**src/include/pmd_one_pkg.sv**
```systemverilog
// constants for the first peripheral disable register block
// assumes an apb slave with 32-bit data and byte addresses
package pmd_one_pkg;
    // ==========================================================
    // register map
    localparam logic [11:0] ctrl_one_addr = 12'h000;
    localparam logic [11:0] status_addr = 12'h004;
    localparam int reg_width = 16;
    localparam int unit_count = 14;
    localparam logic [15:0] ctrl_reset = 16'h0000;
    // implemented bits: all but bit 8 and bit 2
    localparam logic [15:0] ctrl_write_mask = 16'hfefb;
    // ==========================================================
    // field positions
    localparam int timer_five_pos = 15;
    localparam int timer_four_pos = 14;
    localparam int timer_three_pos = 13;
    localparam int timer_two_pos = 12;
    localparam int timer_one_pos = 11;
    localparam int encoder_one_pos = 10;
    localparam int motor_pwm_one_pos = 9;
    localparam int two_wire_one_pos = 7;
    localparam int serial_port_two_pos = 6;
    localparam int serial_port_one_pos = 5;
    localparam int sync_serial_two_pos = 4;
    localparam int sync_serial_one_pos = 3;
    localparam int can_unit_pos = 1;
    localparam int converter_one_pos = 0;
    // ==========================================================
    // timing: change applies one instruction cycle after the write
    localparam int apply_delay_cycles = 1;
endpackage : pmd_one_pkg

```
**src/peripheral_clock_gate_reg_one.sv**
```systemverilog
// first peripheral disable register with apb access and per-unit gates
// assumes apb master on pclk; gate outputs drive clock gates and bus steering
// Overview of operation
// (RQ1) bit 15 set turns timer five off; clear turns it on
// (RQ2) bit 14 set turns timer four off; clear turns it on
// (RQ3) bit 13 set turns timer three off; clear turns it on
// (RQ4) bit 12 set turns timer two off; clear turns it on
// (RQ5) bit 11 set turns timer one off; clear turns it on
// (RQ6) bit 10 set turns encoder one off; clear turns it on
// (RQ7) bit 9 set turns motor pwm one off; clear turns it on
// (RQ8) bit 8 not implemented: reads zero, writes ignored
// (RQ9) bit 7 set turns two-wire unit off; clear turns it on
// (RQ10) bit 6 set turns serial port two off; clear turns it on
// (RQ11) bit 5 set turns serial port one off; clear turns it on
// (RQ12) bit 4 set turns sync serial two off; clear turns it on
// (RQ13) bit 3 gates sync serial one; bit 2 reads zero; reset clears all
// (RQ14) a set bit stops all clocks of that unit
// (RQ15) a disabled unit ignores register writes and reads give invalid data
// (RQ16) any change takes effect one cycle after the write
// (RQ17) bit 1 gates the can unit, bit 0 gates the converter
//
// The address map and the APB register port were decided locally.
module peripheral_clock_gate_reg_one (
    input wire logic pclk,
    input wire logic presetn,
    input wire logic ce,
    input wire logic psel,
    input wire logic penable,
    input wire logic pwrite,
    input wire logic [11:0] paddr,
    input wire logic [31:0] pwdata,
    input wire logic [3:0] pstrb,
    output logic [31:0] prdata,
    output logic pready,
    output logic pslverr,
    output logic [15:0] unit_clk_en,
    output logic [15:0] unit_access_en
);
    // ==========================================================
    // register state
    logic [15:0] ctrl_q;
    logic [15:0] ctrl_d;
    logic [31:0] prdata_q;
    logic [31:0] prdata_d;
    logic pready_q;
    logic pready_d;
    logic pslverr_q;
    logic pslverr_d;
    logic [15:0] gate_clk;
    logic [15:0] gate_acc;
    logic setup;
    logic hit_ctrl;
    logic hit_stat;

    assign setup = psel & ~penable;
    assign hit_ctrl = (paddr == pmd_one_pkg::ctrl_one_addr);
    assign hit_stat = (paddr == pmd_one_pkg::status_addr);

    // ==========================================================
    // apb slave: no wait state, answer in the access cycle
    always_comb begin
        ctrl_d = ctrl_q;
        prdata_d = prdata_q;
        pslverr_d = 1'b0;
        pready_d = 1'b0;
        if (setup) begin
            pready_d = 1'b1;
            pslverr_d = ~(hit_ctrl | hit_stat);
            prdata_d = '0;
            if (!pwrite && hit_ctrl) begin
                // unimplemented bits masked to zero RQ8
                prdata_d = {16'h0000, ctrl_q & pmd_one_pkg::ctrl_write_mask};
            end else if (!pwrite && hit_stat) begin
                prdata_d = {16'h0000, gate_clk};
            end
        end
        if (psel && penable && pready_q && pwrite && hit_ctrl) begin
            // byte lanes; masked bits never store RQ8 RQ13
            if (pstrb[0]) begin
                ctrl_d[7:0] = pwdata[7:0] & pmd_one_pkg::ctrl_write_mask[7:0];
            end
            if (pstrb[1]) begin
                ctrl_d[15:8] = pwdata[15:8] & pmd_one_pkg::ctrl_write_mask[15:8];
            end
        end
        // pready_d defaults low, so pready stands for one cycle only and drops after each access
    end

    always_ff @(posedge pclk or negedge presetn) begin
        if (!presetn) begin
            ctrl_q <= pmd_one_pkg::ctrl_reset; // RQ13
            prdata_q <= '0;
            pready_q <= 1'b0;
            pslverr_q <= 1'b0;
        end else if (ce) begin
            ctrl_q <= ctrl_d;
            prdata_q <= prdata_d;
            pready_q <= pready_d;
            pslverr_q <= pslverr_d;
        end
    end

    assign prdata = prdata_q;
    assign pready = pready_q;
    assign pslverr = pslverr_q;

    // ==========================================================
    // per-unit gates; bits 8 and 2 stay clear so their gates stay on
    // RQ1 RQ2 RQ3 RQ4 RQ5 RQ6 RQ7 RQ9 RQ10 RQ11 RQ12 RQ13 RQ17
    genvar g;
    generate
        for (g = 0; g < pmd_one_pkg::reg_width; g++) begin : gen_gate
            unit_gate u_gate (
                .pclk(pclk),
                .presetn(presetn),
                .ce(ce),
                .off_bit(ctrl_q[g]),
                .clk_en(gate_clk[g]), // RQ14 RQ16
                .access_en(gate_acc[g]) // RQ15
            );
        end
    endgenerate

    assign unit_clk_en = gate_clk;
    assign unit_access_en = gate_acc;

    // ==========================================================
    // checks: clock gates follow the control bits
    chk_timer_five_gate: assert property (@(posedge pclk) disable iff (!presetn) // RQ1
        ce |=> (unit_clk_en[pmd_one_pkg::timer_five_pos]
                == !$past(ctrl_q[pmd_one_pkg::timer_five_pos])))
        else $error("timer five gate wrong");
    chk_timer_four_gate: assert property (@(posedge pclk) disable iff (!presetn) // RQ2
        ce |=> (unit_clk_en[pmd_one_pkg::timer_four_pos]
                == !$past(ctrl_q[pmd_one_pkg::timer_four_pos])))
        else $error("timer four gate wrong");
    chk_timer_three_gate: assert property (@(posedge pclk) disable iff (!presetn) // RQ3
        ce |=> (unit_clk_en[pmd_one_pkg::timer_three_pos]
                == !$past(ctrl_q[pmd_one_pkg::timer_three_pos])))
        else $error("timer three gate wrong");
    chk_timer_two_gate: assert property (@(posedge pclk) disable iff (!presetn) // RQ4
        ce |=> (unit_clk_en[pmd_one_pkg::timer_two_pos]
                == !$past(ctrl_q[pmd_one_pkg::timer_two_pos])))
        else $error("timer two gate wrong");
    chk_timer_one_gate: assert property (@(posedge pclk) disable iff (!presetn) // RQ5
        ce |=> (unit_clk_en[pmd_one_pkg::timer_one_pos]
                == !$past(ctrl_q[pmd_one_pkg::timer_one_pos])))
        else $error("timer one gate wrong");
    chk_encoder_gate: assert property (@(posedge pclk) disable iff (!presetn) // RQ6
        ce |=> (unit_clk_en[pmd_one_pkg::encoder_one_pos]
                == !$past(ctrl_q[pmd_one_pkg::encoder_one_pos])))
        else $error("encoder gate wrong");
    chk_pwm_gate: assert property (@(posedge pclk) disable iff (!presetn) // RQ7
        ce |=> (unit_clk_en[pmd_one_pkg::motor_pwm_one_pos]
                == !$past(ctrl_q[pmd_one_pkg::motor_pwm_one_pos])))
        else $error("pwm gate wrong");
    chk_unimpl_zero: assert property (@(posedge pclk) disable iff (!presetn) // RQ8
        (ctrl_q[8] == 1'b0) && (ctrl_q[2] == 1'b0))
        else $error("unimplemented bit set");
    chk_two_wire_gate: assert property (@(posedge pclk) disable iff (!presetn) // RQ9
        ce |=> (unit_clk_en[pmd_one_pkg::two_wire_one_pos]
                == !$past(ctrl_q[pmd_one_pkg::two_wire_one_pos])))
        else $error("two-wire gate wrong");
    chk_serial_two_gate: assert property (@(posedge pclk) disable iff (!presetn) // RQ10
        ce |=> (unit_clk_en[pmd_one_pkg::serial_port_two_pos]
                == !$past(ctrl_q[pmd_one_pkg::serial_port_two_pos])))
        else $error("serial two gate wrong");
    chk_serial_one_gate: assert property (@(posedge pclk) disable iff (!presetn) // RQ11
        ce |=> (unit_clk_en[pmd_one_pkg::serial_port_one_pos]
                == !$past(ctrl_q[pmd_one_pkg::serial_port_one_pos])))
        else $error("serial one gate wrong");
    chk_sync_two_gate: assert property (@(posedge pclk) disable iff (!presetn) // RQ12
        ce |=> (unit_clk_en[pmd_one_pkg::sync_serial_two_pos]
                == !$past(ctrl_q[pmd_one_pkg::sync_serial_two_pos])))
        else $error("sync serial two gate wrong");
    chk_sync_one_gate: assert property (@(posedge pclk) disable iff (!presetn) // RQ13
        ce |=> (unit_clk_en[pmd_one_pkg::sync_serial_one_pos]
                == !$past(ctrl_q[pmd_one_pkg::sync_serial_one_pos])))
        else $error("sync serial one gate wrong");
    chk_access_follows: assert property (@(posedge pclk) disable iff (!presetn) // RQ15
        unit_access_en == unit_clk_en)
        else $error("access gate differs from clock gate");
    chk_write_delay: assert property (@(posedge pclk) disable iff (!presetn) // RQ14 RQ16
        (ce && psel && penable && pready && pwrite && hit_ctrl && (pstrb == 4'hf)
         && ($past(ce)))
        ##1 ce |=> (unit_clk_en == ~($past(pwdata[15:0], 2)
                                      & pmd_one_pkg::ctrl_write_mask)))
        else $error("gate not applied one cycle after write");
    chk_can_adc_gate: assert property (@(posedge pclk) disable iff (!presetn) // RQ17
        ce |=> ((unit_clk_en[pmd_one_pkg::can_unit_pos]
                 == !$past(ctrl_q[pmd_one_pkg::can_unit_pos]))
                && (unit_clk_en[pmd_one_pkg::converter_one_pos]
                 == !$past(ctrl_q[pmd_one_pkg::converter_one_pos]))))
        else $error("can or converter gate wrong");
    chk_gate_unimpl_on: assert property (@(posedge pclk) disable iff (!presetn) // RQ8
        unit_clk_en[8] && unit_clk_en[2])
        else $error("unimplemented gate off");

    // ==========================================================
    // checks: register access gates, one per unit
    chk_timer_five_access: assert property (@(posedge pclk) disable iff (!presetn) // RQ1 RQ15
        ce |=> (unit_access_en[pmd_one_pkg::timer_five_pos]
                == !$past(ctrl_q[pmd_one_pkg::timer_five_pos])))
        else $error("timer five access wrong");
    chk_timer_four_access: assert property (@(posedge pclk) disable iff (!presetn) // RQ2 RQ15
        ce |=> (unit_access_en[pmd_one_pkg::timer_four_pos]
                == !$past(ctrl_q[pmd_one_pkg::timer_four_pos])))
        else $error("timer four access wrong");
    chk_timer_three_access: assert property (@(posedge pclk) disable iff (!presetn) // RQ3 RQ15
        ce |=> (unit_access_en[pmd_one_pkg::timer_three_pos]
                == !$past(ctrl_q[pmd_one_pkg::timer_three_pos])))
        else $error("timer three access wrong");
    chk_timer_two_access: assert property (@(posedge pclk) disable iff (!presetn) // RQ4 RQ15
        ce |=> (unit_access_en[pmd_one_pkg::timer_two_pos]
                == !$past(ctrl_q[pmd_one_pkg::timer_two_pos])))
        else $error("timer two access wrong");
    chk_timer_one_access: assert property (@(posedge pclk) disable iff (!presetn) // RQ5 RQ15
        ce |=> (unit_access_en[pmd_one_pkg::timer_one_pos]
                == !$past(ctrl_q[pmd_one_pkg::timer_one_pos])))
        else $error("timer one access wrong");
    chk_encoder_access: assert property (@(posedge pclk) disable iff (!presetn) // RQ6 RQ15
        ce |=> (unit_access_en[pmd_one_pkg::encoder_one_pos]
                == !$past(ctrl_q[pmd_one_pkg::encoder_one_pos])))
        else $error("encoder access wrong");
    chk_pwm_access: assert property (@(posedge pclk) disable iff (!presetn) // RQ7 RQ15
        ce |=> (unit_access_en[pmd_one_pkg::motor_pwm_one_pos]
                == !$past(ctrl_q[pmd_one_pkg::motor_pwm_one_pos])))
        else $error("pwm access wrong");
    chk_two_wire_access: assert property (@(posedge pclk) disable iff (!presetn) // RQ9 RQ15
        ce |=> (unit_access_en[pmd_one_pkg::two_wire_one_pos]
                == !$past(ctrl_q[pmd_one_pkg::two_wire_one_pos])))
        else $error("two-wire access wrong");
    chk_serial_two_access: assert property (@(posedge pclk) disable iff (!presetn) // RQ10 RQ15
        ce |=> (unit_access_en[pmd_one_pkg::serial_port_two_pos]
                == !$past(ctrl_q[pmd_one_pkg::serial_port_two_pos])))
        else $error("serial two access wrong");
    chk_serial_one_access: assert property (@(posedge pclk) disable iff (!presetn) // RQ11 RQ15
        ce |=> (unit_access_en[pmd_one_pkg::serial_port_one_pos]
                == !$past(ctrl_q[pmd_one_pkg::serial_port_one_pos])))
        else $error("serial one access wrong");
    chk_sync_two_access: assert property (@(posedge pclk) disable iff (!presetn) // RQ12 RQ15
        ce |=> (unit_access_en[pmd_one_pkg::sync_serial_two_pos]
                == !$past(ctrl_q[pmd_one_pkg::sync_serial_two_pos])))
        else $error("sync serial two access wrong");
    chk_sync_one_access: assert property (@(posedge pclk) disable iff (!presetn) // RQ13 RQ15
        ce |=> (unit_access_en[pmd_one_pkg::sync_serial_one_pos]
                == !$past(ctrl_q[pmd_one_pkg::sync_serial_one_pos])))
        else $error("sync serial one access wrong");
    chk_can_access: assert property (@(posedge pclk) disable iff (!presetn) // RQ17 RQ15
        ce |=> (unit_access_en[pmd_one_pkg::can_unit_pos]
                == !$past(ctrl_q[pmd_one_pkg::can_unit_pos])))
        else $error("can access wrong");
    chk_converter_access: assert property (@(posedge pclk) disable iff (!presetn) // RQ17 RQ15
        ce |=> (unit_access_en[pmd_one_pkg::converter_one_pos]
                == !$past(ctrl_q[pmd_one_pkg::converter_one_pos])))
        else $error("converter access wrong");

    // ==========================================================
    // checks: bus answer and register contents
    chk_ready_pulse: assert property (@(posedge pclk) disable iff (!presetn) // RQ16
        (ce && pready) |=> !pready)
        else $error("ready stood longer than one cycle");
    chk_ready_after_setup: assert property (@(posedge pclk) disable iff (!presetn) // RQ16
        (ce && setup) |=> pready)
        else $error("no answer after setup");
    chk_err_with_ready: assert property (@(posedge pclk) disable iff (!presetn) // RQ8
        pslverr |-> pready)
        else $error("error flag without ready");
    chk_err_unmapped: assert property (@(posedge pclk) disable iff (!presetn) // RQ8
        (ce && setup && !(hit_ctrl || hit_stat)) |=> pslverr)
        else $error("unmapped access not refused");
    chk_read_upper_zero: assert property (@(posedge pclk) disable iff (!presetn) // RQ8
        pready |-> (prdata[31:16] == 16'h0000))
        else $error("upper read bits not zero");
    chk_ctrl_read: assert property (@(posedge pclk) disable iff (!presetn) // RQ8 RQ13
        (ce && setup && !pwrite && hit_ctrl)
        |=> ((prdata[15:0] == $past(ctrl_q)) && !prdata[8] && !prdata[2]))
        else $error("control read data wrong");
    chk_status_read: assert property (@(posedge pclk) disable iff (!presetn) // RQ14
        (ce && setup && !pwrite && hit_stat)
        |=> (prdata[15:0] == $past(unit_clk_en)))
        else $error("status read data wrong");
    chk_ctrl_hold: assert property (@(posedge pclk) disable iff (!presetn) // RQ13
        !(psel && penable && pready && pwrite && hit_ctrl) |=> $stable(ctrl_q))
        else $error("control changed without a write");
    chk_frozen_gates: assert property (@(posedge pclk) disable iff (!presetn) // RQ16
        !ce |=> $stable(unit_clk_en))
        else $error("gates moved while frozen");
    chk_frozen_ready: assert property (@(posedge pclk) disable iff (!presetn) // RQ16
        !ce |=> ($stable(pready) && $stable(prdata)))
        else $error("bus answer moved while frozen");
endmodule : peripheral_clock_gate_reg_one

```
**src/unit_gate.sv**
```systemverilog
// one peripheral gate: clock enable and register-access enable from a disable bit
// assumes pclk domain and a disable bit already held in a register
module unit_gate (
    input wire logic pclk,
    input wire logic presetn,
    input wire logic ce,
    input wire logic off_bit,
    output logic clk_en,
    output logic access_en
);
    logic clk_en_q;
    logic clk_en_d;

    always_comb begin
        clk_en_d = ~off_bit;
    end

    // a single registered stage gives the one-cycle delay in both directions
    always_ff @(posedge pclk or negedge presetn) begin
        if (!presetn) begin
            clk_en_q <= 1'b1;
        end else if (ce) begin
            clk_en_q <= clk_en_d;
        end
    end

    assign clk_en = clk_en_q;
    assign access_en = clk_en_q;
endmodule : unit_gate

```
**config.mk**
```make
export PLATFORM = sky130hd
export DESIGN_NAME = peripheral_clock_gate_reg_one
export DESIGN_NICKNAME = d
export VERILOG_FILES = /design/src/include/pmd_one_pkg.sv /design/src/peripheral_clock_gate_reg_one.sv /design/src/unit_gate.sv
export SDC_FILE = /design/constraint.sdc
export NUM_CORES = 1
export LEC_CHECK = 0
export ABC_AREA = 1
export BUFFER_PORTS_ARGS = -buffer_cell sky130_fd_sc_hd__buf_2
export CORE_MARGIN = 5
export CORE_UTILIZATION = 50
export CTS_CLUSTER_SIZE = 24
export DETAILED_ROUTE_END_ITERATION = 8
export MAX_ROUTING_LAYER = met4
export PLACE_DENSITY = 0.94
export SKIP_CTS_REPAIR_TIMING = 1
export SLEW_MARGIN = 25
export SYNTH_ARGS = -nofsm -noshare
export SYNTH_HDL_FRONTEND = slang
export SYNTH_HIERARCHICAL = 1
export SYNTH_SLANG_ARGS = --single-unit
```
**constraint.sdc**
```tcl
create_clock -name pclk -period 3.5 [get_ports pclk]
set_input_delay 0.7 -clock pclk [delete_from_list [all_inputs] [get_ports pclk]]
set_output_delay 0.7 -clock pclk [all_outputs]
set_load 0.01 [all_outputs]
```
==> results of run 1 <==
## synthesized netlist by cell type, types with 4 or more instances
cell type	number
inv_1	56
nand2_1	122
buf_2	5
buf_6	4
nand2_2	8
buf_4	33
nor2_1	6
dfstp_2	16
o21ai_2	14
dfrtp_1	32
nand4_1	29
## area by class of cell
class,count,area [sq um],area share (%)
Multi-Input combinational cell,210,1030,33.5
Tap cell,70,87.6,2.85
Sequential cell,48,1220,39.7
Inverter,57,214,6.96
Timing Repair Buffer,84,425,13.8
Clock buffer,7,96.3,3.13
## routing by layer
layer / vias up / wire, microns / GRT usage [%]
li1: 1125 / - / -
met3: 15 / 375 / 3.75
met5: - / 0 / -
met4: 0 / 118 / 6.43
met1: 1009 / 2620 / 23.6
met2: 80 / 3000 / 28.8
## cells in the final DEF, fill, tap and decap left out
master / count
clkbuf_8: 7
buf_4: 2
dfrtp_1: 32
nor2_2: 2
o21ai_2: 14
nor2_1: 6
conb_1: 18
nor2_8: 1
inv_1: 56
dfstp_2: 16
nand2_2: 8
nand4_4: 2
nor2_4: 2
buf_2: 82
o21ai_1: 2
inv_2: 1
nand2_1: 122
o21ai_0: 2
nand3_1: 2
nand4_1: 29
## kinds of logic after synthesis
kind of cell,count (synthesis),synth area share (%)
DFF,48,44.9
AOI/OAI and AO/OA,18,5.24
other,1,0.138
and+or+nand+nor,174,30.1
buffers and inverters,100,19.7
## where the power goes
part	internal [W]	switching (W)	total [W]
sequential	0.000580	0.0000156	0.000595
clock	0.000176	0.000176	0.000352
combinational	0.0000462	0.0000911	0.000137
## state kept, by name, indices dropped and copies added, names as in the netlist
name,flops
gen_gate.u_gate/access_en,16
prdata,16
ctrl_q,14
pready,1
pslverr,1
## per-stage QoR
step | cells | util (%)
after floorplan | 358 | -
after global placement | 469 | 57.2
after detailed placement | 469 | 57.2
after CTS | 476 | 59.0
after global routing | 476 | 59.1
final | 476 | 59.1
## worst min-delay path by stage
stage	from	endpoint	slack, ps	depth (start not counted)
2_1_floorplan	presetn	ctrl_q[0]$_DFFE_PN0P_	400	0
3_3_place_gp	prdata[1]$_DFFE_PN0P_	prdata[1]$_DFFE_PN0P_	460	2
6_report	presetn	ctrl_q[4]$_DFFE_PN0P_	420	1
5_1_grt	presetn	ctrl_q[4]$_DFFE_PN0P_	460	1
3_5_place_dp	prdata[4]$_DFFE_PN0P_	prdata[4]$_DFFE_PN0P_	470	2
4_1_cts	gen_gate[8].u_gate/access_en$_DFFE_PN1P_	gen_gate[8].u_gate/access_en$_DFFE_PN1P_	490	2
==> run summary, run 1 <==
Min Hold Slack: 416 ps
Fin area: 3070 sq um
Largest cells by area after synthesis: dfrtp_1, nand2_1, dfstp_2
Layout area overhead: 12.9%
# fillers: 459
DRT iter0 DRCs: 197
Cells after synthesis: 341
Final hold vios: 0
Crit path cell chain: buf_2, nand2_1, nor2_2, buf_4, inv_2, nand2_1, nand2_1
Setup TNS: 0 ps
Clock root cell: clkbuf_8
Min-delay worst type: in2async
Kind of critical path: in2reg
H-Tree Depth: 2
Setup ws final: 1480 ps
Post-synth cell types: 21
Drt via density: 4.68
First drt pass iteration count: 4
Largest net degree at the start of global routing: 49
Worst-skew pair later-pin latency: 290 ps
Layout cells sized above 1: 33.7%
Initial core utilization: 52.3%
Pleak: 1.80 nW
Clock buffer depth: 2
CP peak stage delay: 460 ps
Power Density: 353 nW/um^2
Max VDD drop: 0.243 mV
Max stage delay cell, worst path: buf_2
TritonCTS clock tree: done
GRT Total Usage: 18.3%
Post-DP Area: 2980 sq um
Boundary pin count: 120
Status: completed
Final Power: 0.00109 W
Setup slack, reg-to-reg: 2150 ps
Post-Syn Area: 2720 sq um
Setup crit start: ce
Vias in the first global route: 2207
RePlAce Congestion: 0.786
Period utilisation layout: 57.7%
Synth top area share: 29.4%
Most used cell, CP: nand2_1
Number of setup violations in the final report: 0
Period minus WS final: 2020 ps
Std-Cell Rows: 26
Fmax: 0.495 GHz
Die width: 83.8 microns
Setup crit end kind: register
Max Slew Vio Count: 0
Reg2Reg Depth: 5
Grt total ovfl: 0
Nets: 460
Critical path peak fanout: 35
CTS buffer count: 5
Unrepaired setup endpoints after global routing: false
Reg2reg start: pready$_DFFE_PN0P_
Sink Count: 48
FF+latch count, synth: 48
DP HPWL: 4550 microns
Routed Antenna Nets: 0
DIE HEIGHT: 83.8 microns
DRC viols: 0
Diode count: 0
I/O Buffers: 83
Crit path launch type: primary input
Register area share after synthesis: 44.9%
Post-synth EDFFs: 0
Mean routed wirelength per cell: 12.8 microns
Max cap viols: 0
Critical path data arrival time: 2210 ps
FF-to-FF End: ctrl_q[11]$_DFFE_PN0P_
Top_reg_cell synth: dfrtp_1
CP Depth: 7
Clock slew at reported path FFs: 90 ps
First-pass GRT wire length: 10400 microns
Yosys top cell by area: dfrtp_1
Initial antenna violation count: 0
Async set or reset register ratio after synthesis: 100%
Slew at the pin closest to its max-slew limit: 812 ps
Vias: 2229
Die footprint: 7020 sq um
Crit path buffers/inverters: 3
Worst Path Required: 3690 ps
Total wire length: 6110 microns
Core ar.: 5200 sq um
Clock skew: 5.01 ps
CP endpoint: prdata[10]$_DFFE_PN0P_
Family with the most delay on the worst path: buffers and inverters
Pre-CTS setup slack: 1180 ps
Normalized max-slew margin: 45.8%
Total of warnings raised by yosys: 6
Syn_area_per_cell: 7.98 sq um
Power figures use the tool's default switching activity.
==> run 2, diff against run 1 <==
--- a/config.mk
+++ b/config.mk
@@ -8,11 +8,11 @@
 export ABC_AREA = 1
 export BUFFER_PORTS_ARGS = -buffer_cell sky130_fd_sc_hd__buf_2
 export CORE_MARGIN = 5
-export CORE_UTILIZATION = 50
+export CORE_UTILIZATION = 43
 export CTS_CLUSTER_SIZE = 24
 export DETAILED_ROUTE_END_ITERATION = 8
 export MAX_ROUTING_LAYER = met4
-export PLACE_DENSITY = 0.94
+export PLACE_DENSITY = 0.87
 export SKIP_CTS_REPAIR_TIMING = 1
 export SLEW_MARGIN = 25
 export SYNTH_ARGS = -nofsm -noshare
==> constraint.sdc (replaced) <==
create_clock -name pclk -period 1.6 [get_ports pclk]
set_input_delay 0.32 -clock pclk [delete_from_list [all_inputs] [get_ports pclk]]
set_output_delay 0.32 -clock pclk [all_outputs]
set_load 0.01 [all_outputs]
==> run summary, run 2 (synthesis results as in run 1) <==
Max Slew Vio Count: 0 (unchanged)
Die footprint: 8020 sq um (was 7020 sq um)
Std-Cell Rows: 29 (was 26)
Largest net degree at the start of global routing: 49 (unchanged)
Pleak: 1.86 nW (was 1.80 nW)
Min-delay worst type: in2reg (was in2async)
Inst Count DP: 482 (was 469)
Critical path data arrival time: 1030 ps (was 2210 ps)
Crit path launch type: register (was primary input)
Max VDD drop: 0.582 mV (was 0.243 mV)
Clock slew at reported path FFs: 90 ps (about the same)
Hold_sp: pwdata[0]
Fmax: 0.738 GHz
Diode count: 0 (unchanged)
Reg2reg start: pready$_DFFE_PN0P_ (unchanged)
First drt pass iteration count: 4 (unchanged)
H-Tree Depth: 2 (unchanged)
Power Density: 836 nW/um^2 (was 353 nW/um^2)
Initial antenna violation count: 0 (unchanged)
Drt via density: 4.57 (was 4.68)
Die width: 89.6 microns (was 83.8 microns)
DRC viols: 0 (unchanged)
Grt total ovfl: 0 (unchanged)
Crit path cell chain: buf_2 (was buf_2, nand2_1, nor2_2, buf_4, inv_2, nand2_1, nand2_1)
Max stage delay cell, worst path: dfstp_2 (was buf_2)
Boundary pin count: 120 (unchanged)
Core ar.: 6240 sq um (was 5200 sq um)
Clock skew: 5.85 ps (was 5.01 ps)
Setup TNS: 0 ps (unchanged)
I/O Buffers: 83 (unchanged)
Worst Path Required: 1280 ps (was 3690 ps)
Unrepaired setup endpoints after global routing: false (unchanged)
Clock buffer depth: 2 (unchanged)
DP HPWL: 4910 microns (was 4550 microns)
Most frequent cells in the layout: nand2_1, buf_2, inv_1 (unchanged)
Mean routed wirelength per cell: 13.0 microns (was 12.8 microns)
Worst-skew pair later-pin latency: 300 ps (was 290 ps)
Period utilisation layout: 84.7%
Sequential Power Share: 48.9% (was 54.9%)
Kind of critical path: reg2out (was in2reg)
Clock share of power: 39.3% (was 32.5%)
Period minus WS final: 1350 ps
Layout cells sized above 1: 34.8% (was 33.7%)
First-pass GRT wire length: 10000 microns (was 10400 microns)
Layout area overhead: 17.1% (was 12.9%)
Max cap viols: 0 (unchanged)
Leading cell type in the layout, fill and taps excluded: nand2_1 (unchanged)
CTS buffer count: 5 (unchanged)
Nets: 467 (was 460)
TritonCTS clock tree: done (unchanged)
CP peak stage delay: 570 ps (was 460 ps)
Final Non-Filler Cells: 491 (was 476)
Total wire length: 6400 microns (was 6110 microns)
# fillers: 596 (was 459)
Routed Antenna Nets: 0 (unchanged)
DIE HEIGHT: 89.6 microns (was 83.8 microns)
Number of setup violations in the final report: 0 (unchanged)
Status: completed (unchanged)
Critical path peak fanout: 4 (was 35)
Psw: 0.000658 W (was 0.000283 W)
Combinational Power Share: 11.8% (was 12.7%)
RePlAce Congestion: 0.875 (was 0.786)
Int Pwr: 0.00201 W (was 0.000802 W)
Setup crit end kind: output port (was register)
Sw Ratio: 24.7% (was 26.1%)
Vias: 2245 (was 2229)
GRT Total Usage: 16.6% (was 18.3%)
Initial core utilization: 43.6% (was 52.3%)
Family with the most delay on the worst path: flip-flops (was buffers and inverters)
Crit path buffers/inverters: 1 (was 3)
Final hold vios: 0 (unchanged)
Sink Count: 48 (unchanged)
Clock root cell: clkbuf_8 (unchanged)
DRT iter0 DRCs: 149 (was 197)
Setup crit start: gen_gate[15].u_gate/access_en$_DFFE_PN1P_ (was ce)
Vias in the first global route: 2183 (was 2207)
## run 2: changes by cell type in the layout (fill, tap and decap cells not counted)
cell	change
buf_4	+4
bufinv_16	+2
clkbuf_8	-2
buf_12	+1
buf_2	+1
dlygate4sd3_1	+1
inv_6	+1
## run 2: cell type report
class / count / area [sq um] / area share, %
clock buffers: 5 / 68.8 / 2.16
inverters: 57 / 214 / 6.71
well taps: 77 / 96.3 / 3.02
clock inverters: 3 / 68.8 / 2.16
repair buffers: 91 / 490 / 15.4
flip-flops and latches: 48 / 1220 / 38.3
multi-input cells: 210 / 1030 / 32.3
## run 2: path summary, 6_finish.rpt
kind | to | slack, ps | depth (start not counted)
worst min register to register | prdata[15]$_DFFE_PN0P_ | 480 | 2
worst max-delay path | unit_clk_en[15] | 250 | 1
worst max register to register | ctrl_q[3]$_DFFE_PN0P_ | 260 | 5
max in group asynchronous | gen_gate[12].u_gate/access_en$_DFFE_PN1P_ | 800 | 3
worst min-delay path | ctrl_q[0]$_DFFE_PN0P_ | 250 | 3
min in group asynchronous | prdata[5]$_DFFE_PN0P_ | 520 | 3
## run 2: metal layers
metal | wire (microns) | vias to the layer above | global-route usage, % | part of all wire (%)
met3 | 388 | 17 | 3.56 | 6.1
li1 | - | 1135 | - | -
met4 | 209 | 0 | 6.77 | 3.3
met1 | 2530 | 1015 | 19.6 | 40
met5 | 0 | - | - | 0
met2 | 3270 | 78 | 27.7 | 51
## run 2: metrics by stage
stage	utilization [%]	area [sq um]	hold WS, ps	power (W)	setup WS, ps
after detailed placement	48.7	3040	318	0.00164	92.1
after global placement	48.7	3040	314	0.00163	191
after floorplan	-	2790	24.4	0.00153	372
final	51.1	3190	248	0.00267	245
after CTS	50.9	3180	-11.3	0.00268	227
after global routing	51.1	3190	240	0.00279	112
## run 2: power groups by stage
stage | registers [W] | clock network, W | logic [W]
finish | 0.00130 | 0.00105 | 0.000316
global route | 0.00131 | 0.00112 | 0.000357
CTS | 0.00130 | 0.00106 | 0.000318
detailed placement | 0.00132 | 0 | 0.000315
global placement | 0.00132 | 0 | 0.000303
floorplan | 0.00133 | 0 | 0.000203
==> run 3, diff against run 2 <==
--- a/config.mk
+++ b/config.mk
@@ -5,14 +5,14 @@
 export SDC_FILE = /design/constraint.sdc
 export NUM_CORES = 1
 export LEC_CHECK = 0
-export ABC_AREA = 1
+export ABC_AREA = 0
 export BUFFER_PORTS_ARGS = -buffer_cell sky130_fd_sc_hd__buf_2
 export CORE_MARGIN = 5
-export CORE_UTILIZATION = 43
+export CORE_UTILIZATION = 41
 export CTS_CLUSTER_SIZE = 24
 export DETAILED_ROUTE_END_ITERATION = 8
 export MAX_ROUTING_LAYER = met4
-export PLACE_DENSITY = 0.87
+export PLACE_DENSITY = 0.86
 export SKIP_CTS_REPAIR_TIMING = 1
 export SLEW_MARGIN = 25
 export SYNTH_ARGS = -nofsm -noshare
==> constraint.sdc (replaced) <==
create_clock -name pclk -period 1.2 [get_ports pclk]
set_input_delay 0.24 -clock pclk [delete_from_list [all_inputs] [get_ports pclk]]
set_output_delay 0.24 -clock pclk [all_outputs]
set_load 0.01 [all_outputs]
==> run summary, run 3 <==
Total wire length: 5310 microns (was 6400 microns)
H-Tree Depth: 2 (unchanged)
FF+latch count, synth: 48 (unchanged)
GRT Total Usage: 14.3% (was 16.6%)
Kind of critical path: reg2reg (was reg2out)
Std-Cell Rows: 27 (was 29)
Critical path peak fanout: 7 (was 4)
RePlAce Congestion: 0.832 (was 0.875)
CTS buffer count: 5 (unchanged)
Psw: 0.000659 W (was 0.000658 W)
Period minus WS final: 1510 ps
Largest cells by area after synthesis: dfrtp_1, dfstp_2, mux2i_1 (was dfrtp_1, nand2_1, dfstp_2)
Register area share after synthesis: 52.4% (was 44.9%)
Crit path launch type: register (unchanged)
Failing checks: negative setup slack
Nets: 328 (was 467)
Int Pwr: 0.00223 W (was 0.00201 W)
Core ar.: 5510 sq um (was 6240 sq um)
Cell with the most instances after synthesis: buf_4 (was nand2_1)
Initial core utilization: 42.3% (was 43.6%)
Most frequent cells in the layout: buf_2, buf_6, dfrtp_1 (was nand2_1, buf_2, inv_1)
DRT iter0 DRCs: 82 (was 149)
Critical path data arrival time: 1690 ps (was 1030 ps)
First drt pass iteration count: 4 (unchanged)
Sequential Power Share: 57.1% (was 48.9%)
Sw Ratio: 22.8% (was 24.7%)
Boundary pin count: 120 (unchanged)
DIE HEIGHT: 85.4 microns (was 89.6 microns)
Final hold vios: 0 (unchanged)
Initial antenna violation count: 0 (unchanged)
Status: finished, violations left (was completed)
Clock share of power: 33.4% (was 39.3%)
Min-delay worst type: in2reg (unchanged)
Max VDD drop: 0.689 mV (was 0.582 mV)
Clock slew at reported path FFs: 80 ps (was 90 ps)
DRC viols: 0 (unchanged)
Yosys top cell by area: dfrtp_1 (unchanged)
Max stage delay cell, worst path: dfrtp_1 (was dfstp_2)
Clock root cell: clkbuf_8 (unchanged)
TritonCTS clock tree: done (unchanged)
Synth top area share: 34.4% (was 29.4%)
Die footprint: 7290 sq um (was 8020 sq um)
Setup crit end kind: register (was output port)
# fillers: 450 (was 596)
Post-synth EDFFs: 0 (unchanged)
Die width: 85.4 microns (was 89.6 microns)
Largest net degree at the start of global routing: 49 (unchanged)
Pleak: 1.72 nW (was 1.86 nW)
Cells after synthesis: 195 (was 341)
Max cap viols: 0 (unchanged)
Mean routed wirelength per cell: 15.3 microns (was 13.0 microns)
Top_reg_cell synth: dfrtp_1 (unchanged)
Worst-skew pair later-pin latency: 290 ps (was 300 ps)
Syn_area_per_cell: 11.9 sq um (was 7.98 sq um)
Worst Path Required: 1380 ps (was 1280 ps)
Post-synth cell types: 22 (was 21)
Layout area overhead: 30.6% (was 17.1%)
Power Density: 949 nW/um^2 (was 836 nW/um^2)
Vias: 1599 (was 2245)
CP peak stage delay: 370 ps (was 570 ps)
Sink Count: 48 (unchanged)
First-pass GRT wire length: 7980 microns (was 10000 microns)
DP HPWL: 3840 microns (was 4910 microns)
Leading cell type in the layout, fill and taps excluded: buf_2 (was nand2_1)
Final Power: 0.00289 W (was 0.00267 W)
Grt total ovfl: 0 (unchanged)
Clock skew: 2.27 ps (was 5.85 ps)
Commonest cells post-synth: buf_4, dfrtp_1, mux2i_1 (was nand2_1, inv_1, buf_4)
Number of setup violations in the final report: 46 (was 0)
Fmax: 0.662 GHz
Max Slew Vio Count: 0 (unchanged)
Post-Syn Area: 2330 sq um (was 2720 sq um)
Unrepaired setup endpoints after global routing: true (was false)
Combinational Power Share: 9.5% (was 11.8%)
Drt via density: 4.61 (was 4.57)
Routed Antenna Nets: 0 (unchanged)
Layout cells sized above 1: 49.5% (was 34.8%)
Total of warnings raised by yosys: 6 (unchanged)
Crit path cell chain: nand4_1, nor3b_4, nand3_4, mux2_4 (was buf_2)
Diode count: 0 (unchanged)
Fin area: 3040 sq um (was 3190 sq um)
Setup ws final: -311 ps (was 245 ps)
Clock buffer depth: 2 (unchanged)
Period utilisation layout: 126%
I/O Buffers: 83 (unchanged)
Vias in the first global route: 1609 (was 2183)
Post-DP Area: 2690 sq um (was 3040 sq um)
Async set or reset register ratio after synthesis: 100% (unchanged)
run 3: cells by family (layout without fill, tap and decap cells):
logic type,after synthesis,in the layout,synth area share (%)
simple gates,29,29,7.25
mux,44,44,21.9
buf+inv,55,118,14.3
other cells,1,18,0.161
compound gates,18,18,3.92
flops,48,48,52.4
run 3: power by group through the flow:
stage,Combinational (W),Sequential [W],Clock [W]
after floorplan,0.000145,0.00168,0
after global placement,0.000244,0.00168,0
after detailed placement,0.000249,0.00168,0
after CTS,0.000250,0.00165,0.000989
after global routing,0.000298,0.00165,0.00106
final,0.000274,0.00165,0.000964
run 3: through the flow:
stage | hold slack [ps] | setup TNS [ps] | utilization (%) | instances | setup WS (ps)
after global placement | 236 | -8880 | 48.9 | 336 | -315
after detailed placement | 245 | -10120 | 48.9 | 336 | -361
after global routing | 172 | -7410 | 55.3 | 347 | -408
final | 172 | -4740 | 55.3 | 347 | -311
after floorplan | -55.6 | -3340 | - | 212 | -239
after CTS | -78.3 | -5650 | 50.5 | 344 | -334
run 3: path summary, 6_finish.rpt:
check	from	end	slack (ps)	cells after the start
min in group asynchronous	presetn	pready$_DFFE_PN0P_	460	3
setup reg to reg	pready$_DFFE_PN0P_	ctrl_q[7]$_DFFE_PN0P_	-310	4
hold reg to reg	ctrl_q[4]$_DFFE_PN0P_	gen_gate[4].u_gate/access_en$_DFFE_PN1P_	460	1
max in group asynchronous	presetn	gen_gate[4].u_gate/access_en$_DFFE_PN1P_	460	3
setup / recovery	pready$_DFFE_PN0P_	ctrl_q[7]$_DFFE_PN0P_	-310	4
hold / removal	pwdata[4]	ctrl_q[4]$_DFFE_PN0P_	170	2
run 3: critical path: cells and delay by family, from the launching register on:
kind / cells / cell delay [ps]
multiplexers: 1 / 340
AND/OR/NAND/NOR: 3 / 690
flip-flops: 1 / 370
run 3: area by class of cell:
cell class | instances | area, sq um | share of cell area, %
Clock buffer | 8 | 90.1 | 2.96
Timing Repair Buffer | 92 | 702 | 23.1
Tap cell | 72 | 90.1 | 2.96
Sequential cell | 48 | 1220 | 40.1
Multi-Input combinational cell | 109 | 872 | 28.7
Inverter | 18 | 67.6 | 2.22
run 3: layer usage:
layer  GRT usage (%)  vias up  wire [microns]
li1                -      750               -
met1            16.1      787            2060
met2            24.5       54            2850
met3            2.43        8             304
met4            6.91        0             102
met5               -        -               0
